## src/hdl/pwm_setup_pkg.sv

```systemverilog
// package: register map, field layout and time-base constants for the low-level pwm block
package pwm_setup_pkg;
    localparam logic [7:0]  SETUP_INDEX     = 8'h53;
    localparam logic [31:0] SETUP_BYTE_ADDR = {22'h0, SETUP_INDEX, 2'h0};
    localparam logic [15:0] SETUP_RESET     = 16'h007F;
    localparam int          TB_MSB          = 15;
    localparam int          TB_LSB          = 14;
    localparam int          HC_MSB          = 13;
    localparam int          HC_LSB          = 7;
    localparam int          LC_MSB          = 6;
    localparam int          LC_LSB          = 0;
    localparam int          TB_UNIT_FAST    = 16;
    localparam int          TB_UNIT_MID     = 64;
    localparam int          TB_UNIT_SLOW    = 1024;
    localparam logic [1:0]  TB_SEL_FAST     = 2'h0;
    localparam logic [1:0]  TB_SEL_MID      = 2'h1;
    localparam logic [1:0]  HTRANS_NONSEQ   = 2'h2;
    typedef enum logic [0:0] {
        HIGH_PHASE = 1'b0,
        LOW_PHASE  = 1'b1
    } phase_e;
endpackage : pwm_setup_pkg

```

## src/hdl/time_unit_if.sv

```systemverilog
// interface: time-base selection out to the divider and unit tick back
`timescale 1ns/10ps
`default_nettype none
interface time_unit_if;
    logic [1:0] pwm_time_base_select;
    logic       unit_tick;
    modport owner (output pwm_time_base_select, input unit_tick);
    modport divider (input pwm_time_base_select, output unit_tick);
endinterface : time_unit_if
`default_nettype wire

```

## src/hdl/time_unit_divider.sv

```systemverilog
// module: divides hclk into the selected pwm time unit, one-cycle tick per unit
`timescale 1ns/10ps
`default_nettype none
module time_unit_divider
    import pwm_setup_pkg::*;
(
    input  wire logic     hclk,
    input  wire logic     hresetn,
    time_unit_if.divider  tu
);
    logic [9:0] unit_cnt;
    logic [9:0] unit_last;
    logic [1:0] sel_seen;

    always_comb
    begin
        unique case (tu.pwm_time_base_select)
            TB_SEL_FAST: unit_last = 10'(TB_UNIT_FAST - 1);
            TB_SEL_MID:  unit_last = 10'(TB_UNIT_MID - 1);
            default:     unit_last = 10'(TB_UNIT_SLOW - 1);
        endcase
    end

    // restart the unit whenever the selection changes
    always_ff @(posedge hclk or negedge hresetn)
    begin
        if (!hresetn)
        begin
            unit_cnt     <= 10'h000;
            sel_seen     <= 2'h0;
            tu.unit_tick <= 1'b0;
        end
        else
        begin
            sel_seen <= tu.pwm_time_base_select;
            if (sel_seen != tu.pwm_time_base_select)
            begin
                unit_cnt     <= 10'h000;
                tu.unit_tick <= 1'b0;
            end
            else if (unit_cnt >= unit_last)
            begin
                unit_cnt     <= 10'h000;
                tu.unit_tick <= 1'b1;
            end
            else
            begin
                unit_cnt     <= unit_cnt + 10'h001;
                tu.unit_tick <= 1'b0;
            end
        end
    end
endmodule : time_unit_divider
`default_nettype wire

```

## src/hdl/low_level_pwm.sv

```systemverilog
// module: low-level pwm setup register on ahb-lite and the waveform generator
// What this block does
// - bits 15:14 select the pwm time unit
// - encoder shares the same time unit tick
// - select 00b gives 16 clock periods
// - select 01b gives 64 clock periods
// - select 10b and 11b give 1024 periods
// - bits 13:7 hold the high phase count
// - period is high plus low, times unit
// - high phase lasts high count times unit
// - zero high count holds output static low
// - both counts zero holds output static low
// - setup register at 53h resets to 007Fh
// - bits 6:0 low count sets low phase
// - zero low, nonzero high holds static high
`timescale 1ns/10ps
`default_nettype none
module low_level_pwm
    import pwm_setup_pkg::*;
(
    input  wire logic        hclk,
    input  wire logic        hresetn,
    input  wire logic        hsel,
    input  wire logic [31:0] haddr,
    input  wire logic [1:0]  htrans,
    input  wire logic        hwrite,
    input  wire logic [2:0]  hsize,
    input  wire logic [31:0] hwdata,
    input  wire logic        hready,
    output logic      [31:0] hrdata,
    output logic             hreadyout,
    output logic             hresp,
    output logic             low_level_wave,
    output logic             encoder_time_tick
);
    logic [15:0] pin_low_level_pwm_setup;
    logic        wr_pending;
    logic        addr_hit;
    logic [6:0]  cur_high;
    logic [6:0]  cur_low;
    logic [6:0]  phase_units;
    logic [6:0]  next_phase_units;
    phase_e      phase;
    logic        unit_tick_seen;

    time_unit_if tu ();

    time_unit_divider u_divider (
        .hclk    (hclk),
        .hresetn (hresetn),
        .tu      (tu.divider)
    );

    // register slave: zero wait, always okay
    assign hreadyout = 1'b1;
    assign hresp     = 1'b0;
    assign addr_hit  = (haddr == SETUP_BYTE_ADDR);

    always_ff @(posedge hclk or negedge hresetn)
    begin
        if (!hresetn)
        begin
            wr_pending <= 1'b0;
        end
        else if (hready)
        begin
            wr_pending <= hsel && htrans[1] && hwrite && addr_hit;
        end
    end

    always_ff @(posedge hclk or negedge hresetn)
    begin
        if (!hresetn)
        begin
            hrdata <= 32'h0000_0000;
        end
        else if (hready && hsel && htrans[1] && !hwrite)
        begin
            hrdata <= addr_hit ? {16'h0000, pin_low_level_pwm_setup} : 32'h0000_0000;
        end
    end

    always_ff @(posedge hclk or negedge hresetn)
    begin
        if (!hresetn)
        begin
            pin_low_level_pwm_setup <= SETUP_RESET;
        end
        else if (wr_pending)
        begin
            pin_low_level_pwm_setup <= hwdata[15:0];
        end
    end

    assign tu.pwm_time_base_select = pin_low_level_pwm_setup[TB_MSB:TB_LSB];
    assign encoder_time_tick       = tu.unit_tick;

    // phase unit counter advanced on each time unit
    always_comb
    begin
        next_phase_units = phase_units + 7'h01;
    end

    always_ff @(posedge hclk or negedge hresetn)
    begin
        if (!hresetn)
        begin
            phase          <= HIGH_PHASE;
            phase_units    <= 7'h00;
            cur_high       <= SETUP_RESET[HC_MSB:HC_LSB];
            cur_low        <= SETUP_RESET[LC_MSB:LC_LSB];
            unit_tick_seen <= 1'b0;
        end
        else if (tu.unit_tick)
        begin
            unit_tick_seen <= 1'b1;
            if (!unit_tick_seen || cur_high == 7'h00 || cur_low == 7'h00)
            begin
                // static or first unit: pick up the current counts, start high
                phase       <= HIGH_PHASE;
                phase_units <= 7'h00;
                cur_high    <= pin_low_level_pwm_setup[HC_MSB:HC_LSB];
                cur_low     <= pin_low_level_pwm_setup[LC_MSB:LC_LSB];
            end
            else
            begin
                unique case (phase)
                    HIGH_PHASE:
                    begin
                        if (next_phase_units == cur_high)
                        begin
                            phase       <= LOW_PHASE;
                            phase_units <= 7'h00;
                        end
                        else
                        begin
                            phase_units <= next_phase_units;
                        end
                    end
                    LOW_PHASE:
                    begin
                        if (next_phase_units == cur_low)
                        begin
                            // period of high plus low units ends here
                            phase       <= HIGH_PHASE;
                            phase_units <= 7'h00;
                            cur_high    <= pin_low_level_pwm_setup[HC_MSB:HC_LSB];
                            cur_low     <= pin_low_level_pwm_setup[LC_MSB:LC_LSB];
                        end
                        else
                        begin
                            phase_units <= next_phase_units;
                        end
                    end
                endcase
            end
        end
    end

    always_ff @(posedge hclk or negedge hresetn)
    begin
        if (!hresetn)
        begin
            low_level_wave <= 1'b0;
        end
        else if (cur_high == 7'h00)
        begin
            low_level_wave <= 1'b0;
        end
        else if (cur_low == 7'h00)
        begin
            low_level_wave <= 1'b1;
        end
        else
        begin
            low_level_wave <= (phase == HIGH_PHASE);
        end
    end
endmodule : low_level_pwm
`default_nettype wire

```

## config.mk

```make
export PLATFORM = sky130hd
export DESIGN_NAME = low_level_pwm
export DESIGN_NICKNAME = d
export VERILOG_FILES = /design/src/hdl/pwm_setup_pkg.sv /design/src/hdl/time_unit_if.sv /design/src/hdl/time_unit_divider.sv /design/src/hdl/low_level_pwm.sv
export SDC_FILE = /design/constraint.sdc
export NUM_CORES = 1
export LEC_CHECK = 0
export ABC_CLOCK_PERIOD_IN_PS = 4000
export BUFFER_PORTS_ARGS = -buffer_cell sky130_fd_sc_hd__buf_2
export CAP_MARGIN = 0
export CORE_MARGIN = 2
export CORE_UTILIZATION = 55
export DETAILED_ROUTE_END_ITERATION = 8
export MAX_ROUTING_LAYER = met4
export PLACE_DENSITY = 0.9
export SLEW_MARGIN = 20
export SYNTH_ARGS = -nofsm -noshare
export SYNTH_HDL_FRONTEND = slang
export SYNTH_SLANG_ARGS = --single-unit
```

## constraint.sdc

```tcl
create_clock -name hclk -period 4 [get_ports hclk]
set_input_delay 0.2 -clock hclk [delete_from_list [all_inputs] [get_ports hclk]]
set_output_delay 0.2 -clock hclk [all_outputs]
set_load 0.02 [all_outputs]
```

---- Word level (Yosys, flattened, before mapping) ----
Cells that the tools add are included.
cells by class
  add/sub/neg operators ................... 2
  multipliers ............................. 0
  divide/modulo/power cells ............... 0
  order comparisons ....................... 1
  equal/unequal tests ..................... 5
  shift-type cells ........................ 0
  muxes and demuxes ....................... 22
  bitwise logic cells ..................... 1
  reduce and logical (&&, ||, !) cells .... 16
operators by type and width
  kind                                             count
  two-way mux 7 bit                                9
  == test 32 x 9 -> 1 bit (second input constant)  1
  two-way mux 10 bit                               2
  case mux 10 bit (2 select lines)                 1
  two-way mux 16 bit                               1
  == test 7 bit                                    2
  zero test 7 bit                                  2
  case mux 7 bit (2 select lines)                  1
  adder 10 x 1 -> 10 bit (second input constant)   1
  greater-or-equal comparator 10 bit               1
  adder 7 x 1 -> 7 bit (second input constant)     1
  two-way mux 1 bit                                7
  logical AND 1 bit                                6
  nonzero test 2 bit                               2
  AND reduction 3 bit                              1
  == test 2 x 1 -> 1 bit (second input constant)   1
  zero test 1 bit                                  2
  zero test 2 bit                                  1
  logical OR 1 bit                                 2
  inequality test 2 bit                            1
  case mux 1 bit (2 select lines)                  1
  NOT 1 bit                                        1
storage, ports and cells
  flip-flop bits (word level) ............. 86
  bits in latches ......................... 0
  memory bits (writable) .................. 0
  memory bits (read-only) ................. 0
  input port bits ......................... 74
  output and inout port bits .............. 36
  memories ................................ 0

---- Depth between registers and ports, before layout ----
Gate-level depths: netlist (run 1).
  word-level depth ........................ 5
  depth in mapped cells ................... 10

---- Hierarchy ----
From an unflattened synthesis (run 1), not the netlist that was laid out.
unflattened totals
  cells, all modules ...................... 342
  area total of the unflattened synthesis .. 3728.6 µm²
by module, submodules not included
  module             times used  cells an instance  area an instance (µm²)  seq. area each (µm²)
  low_level_pwm      1           273                2974.1                  1443.9
  time_unit_divider  1           69                 754.5                   325.3

---- Worst setup path after synthesis (run 1) ----
OpenSTA, ideal clock, no wires.
  path type ............................... register to register
  start point ............................. register phase_units[0]
  end point ............................... register cur_high[4]
  arrival ................................. 2304 ps
  data required time ...................... 3875 ps
  slack ................................... 1571 ps
  stages on the path, launching flop included .. 11
  path buffers ............................ 2
  clock period less this slack ............ 2429 ps
  path through ............................ dfrtp_1 -> ha_1 -> buf_2 -> and3_1 -> nand3_2 -> xnor2_1 -> or4_4 -> o21ai_4 -> nand2_4 -> buf_6 -> mux2_4
between the ends
  longest elaborated chain between the ends .. 4
ends and longest elaborated chain
  element                        RTL line              source
  start, declared                low_level_pwm.sv:41   logic [6:0] phase_units;
  start signal, assigned         low_level_pwm.sv:137  phase_units <= next_phase_units;
  start signal, assigned         low_level_pwm.sv:152  phase_units <= next_phase_units;
  adder 7 x 1 -> 7 bit           low_level_pwm.sv:101  next_phase_units = phase_units + 7'h01;
  == test 7 bit                  low_level_pwm.sv:142  if (next_phase_units == cur_low)
  nonzero test 2 bit (no line)   n/a
  AND reduction 3 bit (no line)  n/a
  end signal, assigned           low_level_pwm.sv:110  cur_high <= SETUP_RESET[HC_MSB:HC_LSB];
  end signal, assigned           low_level_pwm.sv:122  cur_high <= pin_low_level_pwm_setup[HC_MSB:HC_LSB];
  end signal, assigned           low_level_pwm.sv:147  cur_high <= pin_low_level_pwm_setup[HC_MSB:HC_LSB];
  end, declared                  low_level_pwm.sv:39   logic [6:0] cur_high;
No other way between the ends.
A chain may end at the register's enable or synchronous reset.

---- Final worst setup path (run 1) ----
  start point ............................. register phase_units[0]
  end point ............................... register phase_units[2]
between the ends
  longest elaborated chain between the ends .. 5
  elaborated cells between the ends (all ways) .. 7
  classes of those cells .................. 1 x add/sub; 2 x eq/ne; 4 x mux
ends and longest elaborated chain
  element                               RTL line                                    source
  adder 7 x 1 -> 7 bit (*)              low_level_pwm.sv:101
  == test 7 bit (on tied branches)      low_level_pwm.sv:142, low_level_pwm.sv:130
  two-way mux 7 bit (on tied branches)  low_level_pwm.sv:142, low_level_pwm.sv:130
  case mux 7 bit (2 select lines) (*)   low_level_pwm.sv:127                        unique case (phase)
  two-way mux 7 bit (*)                 low_level_pwm.sv:117                        if (!unit_tick_seen || cur_high == 7'h00 || cur_low == 7'h00)
Mark *: on every way between the ends. The rest lies on a longest branch, timed or not.

==> impl_metrics.env, run 1 <==
export IMPL_io_pins=110
export IMPL_clockBufferDepth=2
export IMPL_final_nets=484
export IMPL_die_h_um=84.6
export IMPL_grt_overflow=0
export IMPL_vias=2749
export IMPL_synth_top_area_frac=0.392
export IMPL_grt_use_met1=0.293
export IMPL_synth_area_leader_cell="dfrtp_1"
export IMPL_core_area_um2=6310
export IMPL_crit_slowest_cell="dfrtp_1"
export IMPL_drive_above_1_share=0.342
export IMPL_routed_via_density=5.68
export IMPL_ys_seq_elements=70
export IMPL_ant_nets=0
export IMPL_wire_per_inst_um=16.9
export IMPL_dr_pass1_iters=4
export IMPL_clock_skew_ns=0.00921
export IMPL_cts_sinks=70
export IMPL_cts_tree="done"
export IMPL_hold_slack_ns=0.0599
export IMPL_slew_violations=0
export IMPL_most_common_layout_cells="buf_2, dfrtp_1, nand2_1"
export IMPL_slowest_delay_ns=0.50
export IMPL_end_kind="register"
export IMPL_io_buffer_count=71
export IMPL_cp_start_kind="register"
export IMPL_rows=29
export IMPL_fmax_ghz=0.352
export IMPL_outcome="finished, final reports clean"
export IMPL_maxCapViolCount=0
export IMPL_synth_area_per_cell_um2=10.7
export IMPL_initial_core_util=0.567
export IMPL_hold_viol_final=0
export IMPL_crit_chain="ha_1, and3_1, nand3_2, xnor2_1, or4_4, o211ai_1, o21ai_0, o2bb2ai_1"
export IMPL_rsz0062_at_grt="no"
export IMPL_synth_cell_types=46
export IMPL_die_area_um2=7160
export IMPL_path_max_fanout=9
export IMPL_antenna_found_initial=0
export IMPL_area_delta_synth_final_pct=14.7
export IMPL_postCtsSetupRepairBufs=0
export IMPL_ys_seq_area_frac=0.495
export IMPL_grt_first_pass_wirelength_um=13600
export IMPL_hp_class="in -> reg"
export IMPL_grt_max_degree=40
export IMPL_netlist_top_cells_area="dfrtp_1, dfstp_2, mux2_2, nand2_1, mux2_4"
export IMPL_cts_root_buf="clkbuf_8"
export IMPL_worstPathArrival_ns=3.08
export IMPL_cts_buffers=9
export IMPL_critical_path_class="reg -> reg"
export IMPL_fill_cells=442
export IMPL_setup_tns_ns=0
export IMPL_dp_hpwl_um=5760
export IMPL_grt_use_total=0.253
export IMPL_tightestPinTransition_ns=0.774
export IMPL_grt_pass1_vias=2731
export IMPL_drt_iter0_drc=157
export IMPL_fin_crit_sh=0.711
export IMPL_postSynthCellCount=333
export IMPL_pwr_density_cell_nw_per_um2=356
export IMPL_setup_viol=0
export IMPL_clock_latency_ns=0.35
export IMPL_drc=0
export IMPL_die_x_um=84.6
export IMPL_required_ns=4.24
export IMPL_wl_um=8190
export IMPL_slew_headroom=0.484
export IMPL_period_needed_ns=2.84
export IMPL_gp_congestion=0.937
export IMPL_max_vdd_ir_drop_uv=302
export IMPL_leakage_nw=2.01
export IMPL_grt_use_met2=0.438
export IMPL_syn_area_um2=3580
export IMPL_yosys_warnings=0
export IMPL_busiest_layer="met2"
export IMPL_final_common_cell="buf_2"
export IMPL_htree_levels=3
export IMPL_antenna_cells=0
export IMPL_path_clk_slew_ns=0.07
export IMPL_grt_util_met3=0.0462
## Yosys cell counts, drive strengths merged
library cell	instances
conb	2
a211oi	1
a31oi	1
or3	6
nand4	3
o21a	1
buf	24
nand4b	1
dfrtp	56
xor2	12
o21ai	22
clkbuf	7
or2	3
inv	4
nand3	10
o22ai	3
nor4b	2
or4	1
a21boi	1
mux2i	2
and3	7
nor3	5
a21oi	9
o2111ai	1
xnor2	16
nor2	16
nand2	45
a21o	4
nor2b	1
mux2	29
and4b	1
o211a	1
ha	8
o31ai	1
o2bb2ai	2
dfstp	14
o211ai	1
nand2b	2
nor4	8
## where the power goes
| group | switching (mW) | internal (mW) | total [mW] |
|---|---|---|---|
| clock | 0.274 | 0.303 | 0.576 |
| sequential | 0.0264 | 0.741 | 0.767 |
| combinational | 0.0692 | 0.0467 | 0.116 |
| total | 0.369 | 1.09 | 1.46 |
## path summary, 6_finish.rpt
check,start,end,slack [ns],cells past startpoint
setup reg to reg,phase_units[0],phase_units[2],1.16,8
setup / recovery,phase_units[0],phase_units[2],1.16,8
min in group asynchronous,hresetn,hrdata[15],0.44,2
hold / removal,hwdata[15],pin_low_level_pwm_setup[15],0.06,3
max in group asynchronous,hresetn,cur_low[5],2.59,3
hold reg to reg,pin_low_level_pwm_setup[15],u_divider.sel_seen[1],0.45,0
## critical path: cells and delay by family, from the launching register on
kind            cells  cell delay [ns]
simple gates        3             0.80
flops               1             0.50
fa+ha+maj           1             0.41
compound gates      3             0.85
xor+xnor            1             0.17
## routing by layer
layer / share of wire / wire [µm]
met3: 0.047 / 388
met1: 0.40 / 3290
met2: 0.52 / 4270
met5: 0 / 0
met4: 0.029 / 240
## state kept, by name (all words and copies together) (netlist names)
| name | count |
|---|---|
| cur_high | 7 |
| cur_low | 7 |
| hrdata | 16 |
| low_level_wave | 1 |
| phase | 1 |
| phase_units | 7 |
| pin_low_level_pwm_setup | 16 |
| u_divider.sel_seen | 2 |
| u_divider.tu.unit_tick | 1 |
| u_divider.unit_cnt | 10 |
| unit_tick_seen | 1 |
| wr_pending | 1 |
## metrics by stage
stage | util | cell area, µm² | total power [mW] | std cells | setup WS (ns)
3_3_place_gp | 0.617 | 3890 | 0.882 | 467 | 1.28
3_5_place_dp | 0.617 | 3890 | 0.891 | 467 | 1.18
2_1_floorplan | - | 3640 | 0.843 | 349 | 1.57
4_1_cts | 0.650 | 4100 | 1.47 | 484 | 1.16
6_report | 0.650 | 4100 | 1.46 | 484 | 1.16
5_1_grt | 0.650 | 4100 | 1.52 | 484 | 0.967
## kinds of logic (layout without fill, tap and decap cells)
logic type | count (synthesis) | in the layout | synth area share
simple gates | 111 | 111 | 0.156
compound gates | 48 | 48 | 0.0826
buf+inv | 35 | 93 | 0.0612
xor+xnor | 28 | 28 | 0.0686
fa+ha+maj | 8 | 8 | 0.0280
flops | 70 | 70 | 0.495
mux | 31 | 31 | 0.107
other cells | 2 | 18 | 0.00210
## layout make-up
type	instances	area, µm²	share of cell area
multi-input combinational	244	1650	0.402
clock buffer	10	138	0.0336
sequential	70	1770	0.431
timing repair buffer	73	373	0.0909
inverter	4	15.0	0.00366
clock inverter	6	61.3	0.0149
tap	77	96.3	0.0235
## what timing repair did
action | 4_1_cts | 5_1_grt
resized for setup | 0 | 0
hold buffers | 1 | 0
endpoints found under the hold margin | 25 | 0
Note: power is estimated with default switching activity, not from simulation.
==> inputs of run 2 (changes only) <==
--- a/config.mk
+++ b/config.mk
@@ -5,14 +5,14 @@
 export SDC_FILE = /design/constraint.sdc
 export NUM_CORES = 1
 export LEC_CHECK = 0
-export ABC_CLOCK_PERIOD_IN_PS = 4000
+export ABC_CLOCK_PERIOD_IN_PS = 2800
 export BUFFER_PORTS_ARGS = -buffer_cell sky130_fd_sc_hd__buf_2
 export CAP_MARGIN = 0
 export CORE_MARGIN = 2
-export CORE_UTILIZATION = 55
+export CORE_UTILIZATION = 51
 export DETAILED_ROUTE_END_ITERATION = 8
 export MAX_ROUTING_LAYER = met4
-export PLACE_DENSITY = 0.9
+export PLACE_DENSITY = 0.84
 export SLEW_MARGIN = 20
 export SYNTH_ARGS = -nofsm -noshare
 export SYNTH_HDL_FRONTEND = slang
==> constraint.sdc (replaced) <==
create_clock -name hclk -period 2.8 [get_ports hclk]
set_input_delay 0.14 -clock hclk [delete_from_list [all_inputs] [get_ports hclk]]
set_output_delay 0.14 -clock hclk [all_outputs]
set_load 0.02 [all_outputs]
==> run 2 against run 1 <==
  * Worst setup slack lost 0.92 ns
  * Critical path depth is the same
  * Core utilization shrank 4.3 points
  * Design area grew 0.52%
  * Non-clock buffer count grew 3
  * Critical endpoint is now cur_high[6]
  * Largest cell class unchanged
  * Highest routed layer unchanged
==> impl_metrics.env, run 2 (synthesis results as in run 1) <==
export IMPL_postCtsSetupRepairBufs=0
export IMPL_htree_levels=3
export IMPL_ant_nets=0
export IMPL_gp_congestion=0.880
export IMPL_fmax_ghz=0.391
export IMPL_period_needed_ns=2.56
export IMPL_final_common_cell="buf_2"
export IMPL_die_h_um=87.8
export IMPL_outcome="finished, final reports clean"
export IMPL_initial_core_util=0.527
export IMPL_switching_share=0.265
export IMPL_drive_above_1_share=0.344
export IMPL_final_core_util=0.607
export IMPL_die_x_um=87.8
export IMPL_path_clk_slew_ns=0.08
export IMPL_pwr_density_cell_nw_per_um2=480
export IMPL_io_buffer_count=71
export IMPL_clockBufferDepth=2
export IMPL_core_area_um2=6790
export IMPL_die_area_um2=7700
export IMPL_max_vdd_ir_drop_uv=340
export IMPL_drt_iter0_drc=167
export IMPL_wire_per_inst_um=14.8
export IMPL_setup_viol=0
export IMPL_required_ns=3.02
export IMPL_cts_sinks=70
export IMPL_slowest_delay_ns=0.44
export IMPL_clock_latency_ns=0.34
export IMPL_setup_tns_ns=0
export IMPL_fin_crit_sh=0.914
export IMPL_busiest_layer="met2"
export IMPL_worstPathArrival_ns=2.78
export IMPL_hold_viol_final=0
export IMPL_dr_pass1_iters=4
export IMPL_slew_violations=0
export IMPL_cts_buffers=9
export IMPL_grt_use_total=0.216
export IMPL_rows=30
export IMPL_ctsHoldBuffers=1
export IMPL_path_max_fanout=14
export IMPL_maxCapViolCount=0
export IMPL_leakage_nw=2.01
export IMPL_finalInstanceArea_um2=4120
export IMPL_hp_class="in -> reg"
export IMPL_rsz0062_at_grt="no"
export IMPL_grt_util_met3=0.0349
export IMPL_dp_slack_ns=0.245
export IMPL_end_kind="register"
export IMPL_p_int_mw=1.45
export IMPL_routed_via_density=5.33
export IMPL_drc=0
export IMPL_fill_cells=532
export IMPL_switchingPower_mw=0.524
export IMPL_vias=2697
export IMPL_antenna_found_initial=0
export IMPL_antenna_cells=0
export IMPL_cp_start_kind="register"
export IMPL_io_pins=110
export IMPL_dp_hpwl_um=5500
export IMPL_clock_skew_ns=0.0137
export IMPL_most_common_layout_cells="buf_2, dfrtp_1, nand2_1"
export IMPL_p_clk_frac=0.364
export IMPL_grt_first_pass_wirelength_um=12500
export IMPL_cts_resized=0
export IMPL_combPwrFrac=0.083
export IMPL_critical_path_class="reg -> reg"
export IMPL_cts_tree="done"
export IMPL_slew_headroom=0.519
export IMPL_grt_use_met1=0.261
export IMPL_wl_um=7480
export IMPL_reg_top3="hrdata (16), pin_low_level_pwm_setup (16), u_divider.unit_cnt (10)"
export IMPL_grt_pass1_vias=2676
export IMPL_area_delta_synth_final_pct=15.2
export IMPL_grt_overflow=0
export IMPL_final_nets=487
export IMPL_grt_use_met2=0.364
export IMPL_cts_root_buf="clkbuf_8"
export IMPL_tightestPinTransition_ns=0.721
export IMPL_dpl_cell_area_um2=3940
export IMPL_ff2ff_setup_slack_ns=0.24
export IMPL_crit_slowest_cell="or4_4"
export IMPL_pwr_share_seq=0.553
export IMPL_crit_chain="ha_1, and3_1, nand3_2, xnor2_1, or4_4, o21ai_4, nand2_4, mux2_4"
export IMPL_setup_ws_ns=0.240
export IMPL_grt_max_degree=30
## run 2: cell count changes in the layout (fill, tap and decap cells not counted)
cell,previous run,this run
inv_6,0,2
buf_4,1,4
clkbuf_8,10,9
clkinv_2,3,1
bufinv_16,1,0
clkbuf_1,0,1
clkinvlp_4,1,2
## run 2: critical path: cells and delay by family, from the launching register on
family                   cells  cell delay (ns)
XOR/XNOR                     1             0.17
adder cells (fa/ha/maj)      1             0.38
AO/OA/AOI/OAI                1             0.18
multiplexers                 1             0.35
flip-flops                   1             0.40
AND/OR/NAND/NOR              4             0.96
## run 2: layout make-up
| cell class | instances | area (µm²) | area share |
|---|---|---|---|
| Tap cell | 96 | 120 | 0.0291 |
| Clock buffer | 10 | 128 | 0.0310 |
| Clock inverter | 6 | 46.3 | 0.0112 |
| Multi-Input combinational cell | 244 | 1650 | 0.400 |
| Timing Repair Buffer | 76 | 395 | 0.0959 |
| Sequential cell | 70 | 1770 | 0.429 |
| Inverter | 4 | 15.0 | 0.00364 |
## run 2: worst paths after layout
kind                                        startpoint                           to  cells after the start
min reg2reg                pin_low_level_pwm_setup[15]        u_divider.sel_seen[1]                      0
max in group asynchronous                      hresetn                   cur_low[2]                      3
max reg2reg                             phase_units[1]                  cur_high[6]                      8
min in group asynchronous                      hresetn  pin_low_level_pwm_setup[14]                      2
max                                     phase_units[1]                  cur_high[6]                      8
min                                             hready                   wr_pending                      2
## run 2: power by group through the flow
stage	clock (mW)	sequential [mW]	combinational, mW
2_1_floorplan	0	1.10	0.105
3_3_place_gp	0	1.11	0.154
3_5_place_dp	0	1.11	0.163
4_1_cts	0.733	1.09	0.166
5_1_grt	0.777	1.10	0.184
6_report	0.720	1.09	0.164
## run 2: per-layer routing
metal | up-vias | share of wire | wire length (µm)
li1 | 1271 | - | -
met1 | 1309 | 0.42 | 3180
met2 | 109 | 0.52 | 3860
met3 | 8 | 0.051 | 379
met4 | 0 | 0.0088 | 66
met5 | - | 0 | 0
## run 2: per-stage QoR
stage                     total power [mW]  hold slack (ns)  instances
final                                 1.98           0.0233        506
after detailed placement              1.27            0.105        489
after global routing                  2.06           0.0169        506
after floorplan                       1.20           -0.156        349
after CTS                             1.99          0.00711        506
after global placement                1.26           0.0968        489
